<file path="config.mk">
export PLATFORM = sky130hd
export DESIGN_NAME = valley_switch_counter_logic
export DESIGN_NICKNAME = d
export VERILOG_FILES = /design/src/common/valley_pkg.sv /design/src/hw/valley_switch_counter_logic.sv
export SDC_FILE = /design/constraint.sdc
export NUM_CORES = 1
export LEC_CHECK = 0
export BUFFER_PORTS_ARGS = -buffer_cell sky130_fd_sc_hd__buf_2
export CAP_MARGIN = 30
export CELL_PAD_IN_SITES_DETAIL_PLACEMENT = 1
export CELL_PAD_IN_SITES_GLOBAL_PLACEMENT = 1
export CORE_AREA = 3 3 124 126
export CTS_BUF_LIST = sky130_fd_sc_hd__clkbuf_4
export DETAILED_ROUTE_END_ITERATION = 8
export DIE_AREA = 0 0 127 129
export PLACE_DENSITY_LB_ADDON = 0.1
export SYNTH_ARGS = -nofsm -noshare
export SYNTH_HDL_FRONTEND = slang
export SYNTH_SLANG_ARGS = --single-unit
</file>
<file path="constraint.sdc">
create_clock -name sys_clk_in -period 2.4 [get_ports sys_clk_in]
set_clock_uncertainty 0.2 [all_clocks]
set_input_delay 0.48 -clock sys_clk_in [delete_from_list [all_inputs] [get_ports sys_clk_in]]
set_output_delay 0.48 -clock sys_clk_in [all_outputs]
set_load 0.05 [all_outputs]
</file>
<file path="src/common/valley_pkg.sv">
// Package for the valley switch counter logic: timing counts, field widths,
// reset values and the packed structs that carry comparator and gate signals.
// Assumes a 250 MHz system clock; times are converted to cycles here.
package valley_pkg;

  localparam int unsigned CLK_HZ = 250000000;
  localparam int unsigned SOFT_START_DURATION_US = 12000;
  localparam int unsigned EVAL_PERIOD_US = 48000;
  localparam int unsigned SOFT_START_STEPS = 4;
  localparam longint unsigned SOFT_START_CYCLES = longint'(SOFT_START_DURATION_US) * CLK_HZ / 1000000;
  localparam longint unsigned SS_STEP_CYCLES = SOFT_START_CYCLES / SOFT_START_STEPS;
  localparam longint unsigned EVAL_CYCLES = longint'(EVAL_PERIOD_US) * CLK_HZ / 1000000;

  // Suppression, off-time and blanking defaults, in cycles
  localparam int unsigned RING_SHORT_CYCLES = 250;
  localparam int unsigned RING_LONG_CYCLES = 1000;
  localparam int unsigned OFF_MAX_CYCLES = 12500;
  localparam int unsigned OVP_BLANK_CYCLES = 250;

  localparam int unsigned UD_WIDTH = 3;
  localparam logic [2:0] UD_MIN = 3'h1;
  localparam logic [2:0] UD_MAX = 3'h7;
  localparam logic [2:0] UD_RESET = 3'h1;
  localparam logic [2:0] ZC_MAX = 3'h7;
  localparam logic [2:0] ZC_RESET = 3'h0;

  // Current-sense limit codes: 0 = 0.32 V first step, 3 = 1 V final
  localparam logic [1:0] CS_LIMIT_FIRST = 2'h0;
  localparam logic [1:0] CS_LIMIT_FINAL = 2'h3;

  // Comparator results from the analog side, sampled each clock
  typedef struct packed {
    logic fb_above_up_limit;     // feedback_pin above feedback_count_up_limit
    logic fb_above_down_limit;   // above feedback_count_down_limit
    logic fb_above_reset_limit;  // above feedback_counter_reset_limit
    logic zc_above_crossing;     // valley_sense_pin above crossing_detect_threshold
    logic zc_above_ring;         // valley_sense_pin above ringing threshold
    logic zc_above_ovp;          // above output_overvoltage_threshold
    logic cs_above_fb;           // scaled current sense exceeds feedback
  } comp_t;

  typedef struct packed {
    logic gate;
    logic startup_source_on;
    logic latched_off;
    logic [1:0] cs_limit_code;
    logic soft_start_active;
  } drive_t;

endpackage : valley_pkg

</file>
<file path="src/hw/valley_switch_counter_logic.sv">
// Switch-on control for a quasi-resonant flyback: soft-start sequencer,
// valley up/down counter, crossing counter, and gate flip-flop.
// Assumes comparator inputs are synchronous to sys_clk_in and glitch free.
//
// Overview of operation
// RL1: Supply-on indication stops startup source, starts soft-start
// RL2: Soft-start 12 ms, four limit steps
// RL3: Switch-on digital, switch-off from analog comparison
// RL4: Evaluate feedback thresholds every 48 ms
// RL5: Always below low limit: increment, cap 7
// RL6: Above low, never above high: hold
// RL7: Above high, never reset limit: decrement, floor 1
// RL8: Above reset limit: force counter to 1
// RL9: Counter confined to 1 through 7
// RL10: Counter starts at 1
// RL11: Counter value selects switch-on valley
// RL12: Low/high limits chosen by line level
// RL13: Crossing counter saturates 0 to 7
// RL14: Each falling crossing after switch-off counts one
// RL15: Crossing counter cleared on gate rising
// RL16: Overvoltage while off latches off after blanking
// RL17: After suppression, on when crossings reach counter
// RL18: No turn-on during suppression; long when low
// RL19: Maximum off time forces turn-on
// RL20: Current-sense over feedback resets gate
// RL21: Sticky threshold flags, priority reset-down-hold-up
// RL22: Soft-start steps equally spaced in time
`timescale 1ns/100ps
`default_nettype none

module valley_switch_counter_logic #(
  parameter longint unsigned SS_STEP = valley_pkg::SS_STEP_CYCLES,
  parameter longint unsigned EVAL_LEN = valley_pkg::EVAL_CYCLES,
  parameter int unsigned RING_SHORT = valley_pkg::RING_SHORT_CYCLES,
  parameter int unsigned RING_LONG = valley_pkg::RING_LONG_CYCLES,
  parameter int unsigned OFF_MAX = valley_pkg::OFF_MAX_CYCLES,
  parameter int unsigned OVP_BLANK = valley_pkg::OVP_BLANK_CYCLES
) (
  input wire logic sys_clk_in,
  input wire logic srst_in,
  input wire logic supply_on_in,
  input wire logic high_line_in,
  input wire valley_pkg::comp_t comp_in,
  output logic gate_drive_output_out,
  output logic startup_source_on_out,
  output logic latched_off_out,
  output logic [1:0] cs_limit_code_out,
  output logic soft_start_active_out,
  output logic [2:0] valley_count_out,
  output logic [2:0] crossing_count_out,
  output logic high_line_limits_out
);

  typedef enum logic [1:0] {WAIT_SUPPLY, SOFT_START, RUN, LATCHED} mode_t;

  mode_t mode_q, mode_d;
  logic [31:0] ss_cnt_q;
  logic [1:0] cs_code_q;
  logic [31:0] eval_cnt_q;
  logic seen_up_q, seen_down_q, seen_reset_q;
  logic [2:0] ud_q, ud_d;
  logic [2:0] zc_q;
  logic gate_q;
  logic [15:0] off_cnt_q;
  logic [15:0] ovp_cnt_q;
  logic zc_above_q;
  logic thr_sel_q;
  logic ring_long_q;

  wire running = (mode_q == SOFT_START) || (mode_q == RUN);
  wire ss_step_done = (ss_cnt_q == 32'(SS_STEP - 1));
  wire eval_done = (eval_cnt_q == 32'(EVAL_LEN - 1));
  wire falling_cross = zc_above_q && !comp_in.zc_above_crossing && !gate_q;
  wire [15:0] ring_len = ring_long_q ? 16'(RING_LONG) : 16'(RING_SHORT);
  wire ring_over = (off_cnt_q >= ring_len);
  wire valley_hit = (zc_q >= ud_q);
  wire off_timeout = (off_cnt_q >= 16'(OFF_MAX - 1));
  wire gate_on_req = running && !gate_q && ((ring_over && valley_hit) || off_timeout);
  wire gate_off_req = gate_q && comp_in.cs_above_fb;
  wire ovp_trip = (ovp_cnt_q >= 16'(OVP_BLANK - 1)) && comp_in.zc_above_ovp && !gate_q;

  // Mode sequencing: supply-on to soft-start, final step to run
  always_comb
  begin
    mode_d = mode_q;
    unique case (mode_q)
      // RL1 supply-on starts soft-start
      WAIT_SUPPLY: if (supply_on_in) mode_d = SOFT_START;
      SOFT_START: if (ss_step_done && cs_code_q == valley_pkg::CS_LIMIT_FINAL) mode_d = RUN;
      RUN: mode_d = RUN;
      LATCHED: mode_d = LATCHED;
    endcase
    // RL16 overvoltage latch wins
    if (running && ovp_trip)
      mode_d = LATCHED;
  end

  always_ff @(posedge sys_clk_in)
  begin
    if (srst_in)
      mode_q <= WAIT_SUPPLY;
    else
      mode_q <= mode_d;
  end

  // RL22 equal step spacing, RL2 four limit steps
  always_ff @(posedge sys_clk_in)
  begin
    if (srst_in || mode_q != SOFT_START)
      ss_cnt_q <= 32'h0;
    else if (ss_step_done)
      ss_cnt_q <= 32'h0;
    else
      ss_cnt_q <= ss_cnt_q + 32'h1;
  end

  always_ff @(posedge sys_clk_in)
  begin
    if (srst_in || mode_q == WAIT_SUPPLY)
      cs_code_q <= valley_pkg::CS_LIMIT_FIRST;
    else if (mode_q == SOFT_START && ss_step_done && cs_code_q != valley_pkg::CS_LIMIT_FINAL)
      cs_code_q <= cs_code_q + 2'h1;
  end

  // RL4 evaluation period timer
  always_ff @(posedge sys_clk_in)
  begin
    if (srst_in || !running || eval_done)
      eval_cnt_q <= 32'h0;
    else
      eval_cnt_q <= eval_cnt_q + 32'h1;
  end

  // RL21 sticky threshold flags, restarted each period
  always_ff @(posedge sys_clk_in)
  begin
    if (srst_in || !running || eval_done)
    begin
      seen_up_q <= 1'b0;
      seen_down_q <= 1'b0;
      seen_reset_q <= 1'b0;
    end
    else
    begin
      seen_up_q <= seen_up_q | comp_in.fb_above_up_limit;
      seen_down_q <= seen_down_q | comp_in.fb_above_down_limit;
      seen_reset_q <= seen_reset_q | comp_in.fb_above_reset_limit;
    end
  end

  // Include this cycle's sample so the last cycle of a period counts
  wire any_up = seen_up_q | comp_in.fb_above_up_limit;
  wire any_down = seen_down_q | comp_in.fb_above_down_limit;
  wire any_reset = seen_reset_q | comp_in.fb_above_reset_limit;

  // RL21 priority reset over decrement over hold over increment
  always_comb
  begin
    ud_d = ud_q;
    if (any_reset)
      // RL8 force to one
      ud_d = valley_pkg::UD_MIN;
    else if (any_down)
    begin
      // RL7 decrement, RL9 floor
      if (ud_q > valley_pkg::UD_MIN)
        ud_d = ud_q - 3'h1;
    end
    else if (any_up)
      // RL6 hold
      ud_d = ud_q;
    else if (ud_q < valley_pkg::UD_MAX)
      // RL5 increment, RL9 ceiling
      ud_d = ud_q + 3'h1;
  end

  // RL10 start at one; RL4 update once per period
  always_ff @(posedge sys_clk_in)
  begin
    if (srst_in || mode_q == WAIT_SUPPLY)
      ud_q <= valley_pkg::UD_RESET;
    else if (running && eval_done)
      ud_q <= ud_d;
  end

  // RL12 limit set follows line level, latched at period start
  always_ff @(posedge sys_clk_in)
  begin
    if (srst_in)
      thr_sel_q <= 1'b0;
    else if (!running || eval_done)
      thr_sel_q <= high_line_in;
  end

  // Previous crossing comparator level for falling edge
  always_ff @(posedge sys_clk_in)
  begin
    if (srst_in)
      zc_above_q <= 1'b0;
    else
      zc_above_q <= comp_in.zc_above_crossing;
  end

  // RL15 clear on gate rising; RL14 count crossings; RL13 saturate
  always_ff @(posedge sys_clk_in)
  begin
    if (srst_in || gate_on_req)
      zc_q <= valley_pkg::ZC_RESET;
    else if (falling_cross && zc_q != valley_pkg::ZC_MAX)
      zc_q <= zc_q + 3'h1;
  end

  // RL18 suppression length picked at turn-off from sense level
  always_ff @(posedge sys_clk_in)
  begin
    if (srst_in)
      ring_long_q <= 1'b0;
    else if (gate_off_req)
      ring_long_q <= !comp_in.zc_above_ring;
  end

  // Off-time counter drives suppression and maximum off time
  always_ff @(posedge sys_clk_in)
  begin
    if (srst_in || gate_q || !running)
      off_cnt_q <= 16'h0;
    else if (off_cnt_q != 16'hFFFF)
      off_cnt_q <= off_cnt_q + 16'h1;
  end

  // RL16 overvoltage must persist through the blanking time
  always_ff @(posedge sys_clk_in)
  begin
    if (srst_in || gate_q || !comp_in.zc_above_ovp)
      ovp_cnt_q <= 16'h0;
    else if (ovp_cnt_q != 16'hFFFF)
      ovp_cnt_q <= ovp_cnt_q + 16'h1;
  end

  // RL3 gate flip-flop: on from counters, off from analog path
  always_ff @(posedge sys_clk_in)
  begin
    if (srst_in || !running || ovp_trip)
      gate_q <= 1'b0;
    // RL20 current sense resets gate
    else if (gate_off_req)
      gate_q <= 1'b0;
    // RL17 valley reached, RL19 off-time limit, RL11 valley index
    else if (gate_on_req)
      gate_q <= 1'b1;
  end

  // Outputs
  assign gate_drive_output_out = gate_q;
  // RL1 startup source off once operating
  assign startup_source_on_out = (mode_q == WAIT_SUPPLY);
  assign latched_off_out = (mode_q == LATCHED);
  assign cs_limit_code_out = cs_code_q;
  assign soft_start_active_out = (mode_q == SOFT_START);
  assign valley_count_out = ud_q;
  assign crossing_count_out = zc_q;
  assign high_line_limits_out = thr_sel_q;

  // RL9 counter range
  a_ud_range: assert property (@(posedge sys_clk_in) disable iff (srst_in)
    ud_q >= 3'h1 && ud_q <= 3'h7) else $error("valley counter out of range");
  // RL8 reset limit forces one
  a_ud_force_one: assert property (@(posedge sys_clk_in) disable iff (srst_in)
    running && eval_done && any_reset |=> ud_q == 3'h1) else $error("reset limit did not force one");
  // RL5 increment
  a_ud_increment: assert property (@(posedge sys_clk_in) disable iff (srst_in)
    running && eval_done && !any_up && !any_down && !any_reset && ud_q < 3'h7 |=> ud_q == $past(ud_q) + 3'h1)
    else $error("counter did not increment");
  // RL6 hold
  a_ud_hold: assert property (@(posedge sys_clk_in) disable iff (srst_in)
    running && eval_done && any_up && !any_down && !any_reset |=> $stable(ud_q))
    else $error("counter did not hold");
  // RL15 cleared at gate rise
  a_zc_clear: assert property (@(posedge sys_clk_in) disable iff (srst_in)
    $rose(gate_q) |-> zc_q == 3'h0) else $error("crossing count not cleared");
  // RL20 current sense turns gate off
  a_gate_off: assert property (@(posedge sys_clk_in) disable iff (srst_in)
    gate_q && comp_in.cs_above_fb |=> !gate_q) else $error("gate stayed on");
  // RL18 no turn-on inside short suppression
  a_ring_block: assert property (@(posedge sys_clk_in) disable iff (srst_in)
    $rose(gate_q) |-> $past(off_cnt_q) >= 16'(RING_SHORT) || $past(off_timeout))
    else $error("gate rose during suppression");
  // RL1 startup source off after supply-on
  a_startup_off: assert property (@(posedge sys_clk_in) disable iff (srst_in)
    mode_q == WAIT_SUPPLY && supply_on_in |=> !startup_source_on_out && soft_start_active_out)
    else $error("startup source not released");

endmodule : valley_switch_counter_logic

`default_nettype wire

</file>
Word-level counts from Yosys, hierarchy flattened
Cells that the tools add are included.
{"block": "totals", "register_bits": 113, "latchBits": 0, "ramBits": 0, "mem_bits_ro": 0, "input_bits": 11, "output_inout_bits": 13, "wordCells": 94, "n_memories": 0}
{"block": "classes", "addsub": 8, "mul": 0, "div": 0, "magnitude_cmp": 6, "n_eq_ne": 15, "n_shift": 0, "mux": 10, "bitwise_logic": 3, "reduce_logical": 37}
{"cell": "32-bit by 1-bit adder with 32-bit output (second input constant)", "n": 2}
{"cell": "16-bit by 1-bit adder with 16-bit output (second input constant)", "n": 2}
{"cell": "32-bit by 20-bit == test with 1-bit output (second input constant)", "n": 1}
{"cell": "32-bit by 24-bit == test with 1-bit output (second input constant)", "n": 1}
{"cell": "16-bit != test (second input constant)", "n": 2}
{"cell": "16-bit by 10-bit >= comparator with 1-bit output", "n": 1}
{"cell": "16-bit by 14-bit >= comparator with 1-bit output (second input constant)", "n": 1}
{"cell": "16-bit by 8-bit >= comparator with 1-bit output (second input constant)", "n": 1}
{"cell": "3-bit 2-to-1 mux", "n": 5}
{"cell": "1-bit logical AND", "n": 14}
{"cell": "1-bit logical OR", "n": 12}
{"cell": "10-bit 2-to-1 mux", "n": 1}
{"cell": "3-bit by 1-bit != test with 1-bit output (second input constant)", "n": 3}
{"cell": "2-bit one-hot mux with 4 select lines", "n": 1}
{"cell": "3-bit by 1-bit adder with 3-bit output (second input constant)", "n": 2}
{"cell": "2-bit == test (second input constant)", "n": 3}
{"cell": "2-bit 2-to-1 mux", "n": 3}
{"cell": "1-bit logical NOT", "n": 5}
{"cell": "4-bit AND reduction", "n": 1}
{"cell": "2-bit OR reduction", "n": 2}
{"cell": "3-bit >= comparator", "n": 1}
{"cell": "3-bit by 1-bit > comparator with 1-bit output (second input constant)", "n": 1}
{"cell": "3-bit < comparator (second input constant)", "n": 1}
{"cell": "3-bit by 2-bit != test with 1-bit output (second input constant)", "n": 1}
{"cell": "10 further kinds", "n": 12}

Logic depth before layout (Yosys ltp)
{"block": "depth", "word_depth": 6, "mapped_depth": 9, "ltp_nobuf": 7}

Worst setup path before layout
No wires, ideal clock.
{"block": "synth_path", "path_type": "flip-flop to flip-flop", "from": "register eval_cnt_q[0]", "to": "register eval_cnt_q[28]", "setup_time_ns": 0.070, "arrival_time_ns": 2.193, "t_required_ns": 2.130, "path_slack_ns": -0.063, "path_stages_with_launch": 9, "n_path_buf": 2, "period_less_slack_ns": 2.463, "cell_sequence": "dfxtp_1 ha_1 nand2_1 or3_1 buf_2 or4_1 buf_2 or3_1 a21oi_1"}
{"block": "synth_between", "elab_chain_cells": 2, "elab_cells_between_ends": 3, "cone_classes": "add/sub (1); eq/ne (1); reduce/logical (1)"}
{"element": "start, declared", "line": "valley_switch_counter_logic.sv:59", "text": "logic [31:0] eval_cnt_q;"}
{"element": "start signal, assigned", "line": "valley_switch_counter_logic.sv:131", "text": "eval_cnt_q <= eval_cnt_q + 32'h1;"}
{"element": "branches (longest 2 deep; another with 32-bit by 1-bit adder with 32-bit output)"}
Parallel ways; which one is timed is not known.
A chain may end at the register's enable or synchronous reset.

Final worst setup path
{"block": "layout_path", "from": "register eval_cnt_q[17]", "to": "register eval_cnt_q[31]"}
Same word-level chain as after synthesis.

==> results.md <==
Worst setup path:
- The type of the worst setup path is flip-flop to flip-flop.
- Data arrives at the worst endpoint at ~2.6 ns.
- Data on the critical path is required at its endpoint by 2.66 ns.
- The startpoint identified for the worst register-to-register timing path is eval_cnt_q[17].
- The endpoint kind of the worst setup timing path is a flip-flop.
- The worst setup path startpoint is eval_cnt_q[17].
- The cell count of the worst reg-to-reg path is 5.
- The endpoint identified for the worst register-to-register timing path is eval_cnt_q[31].
- The highest net fanout along the worst path is 5.
- The worst register-to-register path has a setup slack of around 0.11 ns.
- The startpoint type of the worst setup path is a flip-flop.

Placement:
- The count of buffers inserted at the top-level ports is 23.
- The HPWL reported at the end of detailed placement is 9918 um.
- Routability-driven placement finished with a final weighted congestion of between 0.7 and 0.8.
- Summing all placed instances gives a cell area of a little over 0.006 sq mm.
- The worst slack at placement is between 0.05 and 0.06 ns.

Global routing:
- The overall routing resource usage is approximately 18%.
- Entering global routing, the biggest net connects 35 pins.
- The number of antenna violations at the first check in global routing is 0.
- The via count of the first global-routing pass is between 4000 and 5000.
- For this run the aggregate overflow at the end of global routing stands at 0.
- The global-route wire length before repair is 23890 um.

Cells and area:
- At the end of the flow, the number of nets in the layout was around 750.
- The final cell area excluding filler cells is roughly 0.0065 sq mm.
- The repair_antennas step left the layout with diodes totalling 0.
- Summing all multi-input logic gate instances after layout gives about 0.0031 sq mm.
- The filler cells instantiated in the layout total about 1700.
- The share of final-layout standard cells stronger than drive strength 1 is between 10% and 20%.
- In the final layout, flip-flops and latches occupy between 0.002 and 0.0025 sq mm.
- From synthesis to final layout, the design area changed by 16.78%.

Clock network:
- The cell sitting at the root of the clock tree is a sky130_fd_sc_hd__clkbuf_4.
- Counting the buffers created by CTS gives 17.
- The clock sink total is ~110.
- The clock passes through at most 2 buffers.
- The clock slew seen by the registers of the worst setup and hold paths is roughly 0.11 ns.
- For the worst-skew pair, the clock arrives at the later sink with an insertion delay of roughly 0.54 ns.
- The CTS H-tree depth is 4.
- The CTS tree is yes.

Floorplanning:
- The floorplan step defined a die boundary enclosing roughly 0.016 sq mm.
- For this configuration, the core starts out at a cell density of between 30% and 40%.
- The row count is 44.
- The core region is 0.01442 sq mm.
- Measured along the x axis, the die boundary spans about 130 um.
- 24 I/O pins were placed.
- The vertical die dimension is approximately 130 um.

Detailed routing:
- The detail route stage leaves a number of antenna-violating nets equal to 0.
- Dividing the detail-routed via count by the number of cells gives roughly 5.3.
- The number of DRC markers after the initial detailed-route iteration is a little under 200.
- The number of vias in the routed layout is ~4900.
- In the routed design, unresolved DRC markers number 0.
- The count of TritonRoute iterations in the first routing pass is 4.
- In the final routed layout, each cell accounts on average for roughly 15 um.
- The final layout contains routed wiring with a total length of approximately 14000 um.

Worst hold path:
- The worst hold path terminates at seen_down_q.
- The type of the worst min-delay path is input port to flip-flop.
- The start point of the worst min-delay path is comp_in[5].
- The cell depth of the worst hold path is 3.

STA:
- Setup violations remaining at the end of the flow were counted as 0.
- The post-layout worst setup margin is ~0.11 ns.
- Static timing analysis puts the maximum clock frequency at ~0.44 GHz.
- The number of pins with negative max-slew slack in the final report is 0.
- The total count of hold-check failures in the final report is 0.
- The worst path in the final design needs a cycle of roughly 2.3 ns, including I/O delays and setup.
- The portion of the clock cycle consumed by the worst path in the final layout is between 90% and 100%.
- For the pin with the worst max-slew slack, the measured transition is between 0.5 and 0.6 ns.
- Setup repair after global routing left no endpoint under its margin.
- The setup TNS is 0 ns.
- The tightest slew margin relative to the limit is 64.97%.

Synthesis:
- Sorting the synthesized cells by area gives the leading types as sky130_fd_sc_hd__dfxtp_1 (41%), sky130_fd_sc_hd__nor2_1 (7.2%), sky130_fd_sc_hd__xnor2_1 (6.8%).
- The unique cell type count in the Yosys netlist is 50.
- After synthesis, flip-flops and latches occupy approximately two fifths of the total area.
- The most area-hungry cell type in the Yosys netlist is sky130_fd_sc_hd__dfxtp_1.
- After synthesis the cells add up to 0.005557 sq mm.
- Of the post-synthesis cell area, the dominant cell type holds 40.71%.
- The post-synthesis sequential element count is ~110.
- The number of nets in the synthesized netlist is just under 700.
- The total of warnings raised by yosys is 0.
- In this run, synthesis inferred 0 flip-flops with an integrated enable.
- After synthesis, the share of flip-flops with an asynchronous set or reset is 0%.
- The cell count after synthesis came out at ~660.
- The dominant synthesized flop cell is sky130_fd_sc_hd__dfxtp_1.
- Each instance of the synthesized netlist takes up on average 8.394 sq um.

Power:
- The cell leakage power is roughly 0.0023 uW.
- Across the VDD grid, the largest voltage drop is 0.4659 mV.
- In this run the power density over the cells is around 690 mW/mm^2.

Status:
- The flow ran to the end, and the final reports show no timing, DRC or antenna violations.

Job:
- The reported max-cap violation count is 0.
through the flow:
stage / instances / utilization (%) / hold WS, ns / power [uW]
floorplan: 662 / - / 0.1909 / 2521
global placement: 875 / 42.02 / 0.1965 / 2728
detailed placement: 875 / 42.02 / 0.2053 / 2761
CTS: 912 / 44.86 / 0.006370 / 4570
global route: 912 / 44.99 / 0.04734 / 4725
finish: 912 / 44.99 / 0.07640 / 4487
sequential cells by signal, indices dropped and copies added (netlist names):
name and flops:
cs_limit_code_out 2, ring_long_q 1, ss_cnt_q 32, eval_cnt_q 32, high_line_limits_out 1, valley_count_out 3, seen_reset_q 1, ovp_cnt_q 16
seen_up_q 1, crossing_count_out 3, mode_q 2, gate_drive_output_out 1, off_cnt_q 16, zc_above_q 1, seen_down_q 1
layout by cell type, fill, tap and decap left out, types with 7 or more instances in the layout:
| cell | instances |
|---|---|
| sky130_fd_sc_hd__ha_1 | 21 |
| sky130_fd_sc_hd__dfxtp_2 | 7 |
| sky130_fd_sc_hd__o21ai_0 | 14 |
| sky130_fd_sc_hd__buf_4 | 28 |
| sky130_fd_sc_hd__nor2_1 | 107 |
| sky130_fd_sc_hd__buf_2 | 23 |
| sky130_fd_sc_hd__or3_1 | 10 |
| sky130_fd_sc_hd__clkbuf_4 | 17 |
| sky130_fd_sc_hd__xor2_1 | 30 |
| sky130_fd_sc_hd__nor4_1 | 19 |
| sky130_fd_sc_hd__nand3_1 | 43 |
| sky130_fd_sc_hd__mux2i_1 | 8 |
| sky130_fd_sc_hd__nor3_1 | 20 |
| sky130_fd_sc_hd__and4_1 | 9 |
| sky130_fd_sc_hd__a21oi_1 | 27 |
| sky130_fd_sc_hd__and3_1 | 14 |
| sky130_fd_sc_hd__a31oi_1 | 7 |
| sky130_fd_sc_hd__nand4_1 | 23 |
| sky130_fd_sc_hd__dfxtp_1 | 106 |
| sky130_fd_sc_hd__xnor2_1 | 43 |
| sky130_fd_sc_hd__nand2_1 | 40 |
| sky130_fd_sc_hd__inv_1 | 25 |
repair_timing:
item | 4_1_cts | 5_1_grt
resized for setup | 1 | 9
hold buffers | 6 | 0
cloned | 0 | 0
buffers inserted | 0 | 0
pin swaps | 0 | 1
endpoints found under the setup margin | 1 | 30
hold endpoints to repair | 5 | 0
synth_stat cells, types with 6 or more instances:
| library cell | n |
|---|---|
| sky130_fd_sc_hd__a21oi_1 | 27 |
| sky130_fd_sc_hd__mux2i_1 | 8 |
| sky130_fd_sc_hd__nor2_1 | 107 |
| sky130_fd_sc_hd__clkbuf_1 | 17 |
| sky130_fd_sc_hd__o21ai_0 | 14 |
| sky130_fd_sc_hd__ha_1 | 22 |
| sky130_fd_sc_hd__nor3_1 | 21 |
| sky130_fd_sc_hd__xnor2_1 | 43 |
| sky130_fd_sc_hd__or4_1 | 6 |
| sky130_fd_sc_hd__buf_2 | 7 |
| sky130_fd_sc_hd__or3_1 | 10 |
| sky130_fd_sc_hd__nand2b_1 | 6 |
| sky130_fd_sc_hd__nand4_1 | 23 |
| sky130_fd_sc_hd__nand3_1 | 43 |
| sky130_fd_sc_hd__and4_1 | 9 |
| sky130_fd_sc_hd__nor4_1 | 19 |
| sky130_fd_sc_hd__nand2_1 | 42 |
| sky130_fd_sc_hd__a31oi_1 | 7 |
| sky130_fd_sc_hd__xor2_1 | 30 |
| sky130_fd_sc_hd__dfxtp_1 | 113 |
| sky130_fd_sc_hd__and3_1 | 14 |
| sky130_fd_sc_hd__inv_1 | 25 |
worst max-delay path by stage:
stage / endpoint / slack [ns]
floorplan: eval_cnt_q[28] / 0.008
CTS: eval_cnt_q[31] / 0.01
finish: eval_cnt_q[31] / 0.11
detailed placement: eval_cnt_q[28] / 0.05
global route: soft_start_active_out / 0.009
global placement: eval_cnt_q[30] / 0.07
kinds of logic after synthesis:
family                     after synthesis  synth area share, %
muxes                                    9                1.644
AOI/OAI and AO/OA                       71                7.836
and+or+nand+nor                        325                29.88
xor gates and xnor gates                73                11.51
DFF                                    113                40.71
buffers and inverters                   49                3.468
adders and majority gates               22                4.954
per-layer routing:
metal / part of all wire [%] / track usage, %
met3: 2.0 / 3.861
met5: 0 / 0
met2: 48 / 30.26
met1: 48 / 22.09
met4: 1.7 / 7.256
power breakdown:
| group | total (uW) | internal [uW] | switching [uW] |
|---|---|---|---|
| Sequential | 1990 | 1940 | 49.7 |
| Clock | 1770 | 1010 | 754 |
| Combinational | 731 | 230 | 501 |
| Total | 4490 | 3180 | 1310 |
worst max-delay path, stage by stage, from the launching register on:
cell	delay, ns
sky130_fd_sc_hd__dfxtp_1	0.38
sky130_fd_sc_hd__and3_1	0.20
sky130_fd_sc_hd__nand3_1	0.19
sky130_fd_sc_hd__or4_4	0.58
sky130_fd_sc_hd__or4_1	0.49
sky130_fd_sc_hd__a21oi_1	0.18
area by class of cell:
cell class | count | share of cell area [%]
Multi-Input combinational cell | 500 | 48.11
Sequential cell | 113 | 35.00
Timing Repair Buffer | 59 | 6.556
Tap cell | 184 | 3.548
Clock inverter | 14 | 3.374
Clock buffer | 17 | 1.967
Inverter | 25 | 1.446
No activity file was read; power rests on OpenSTA's default activity.
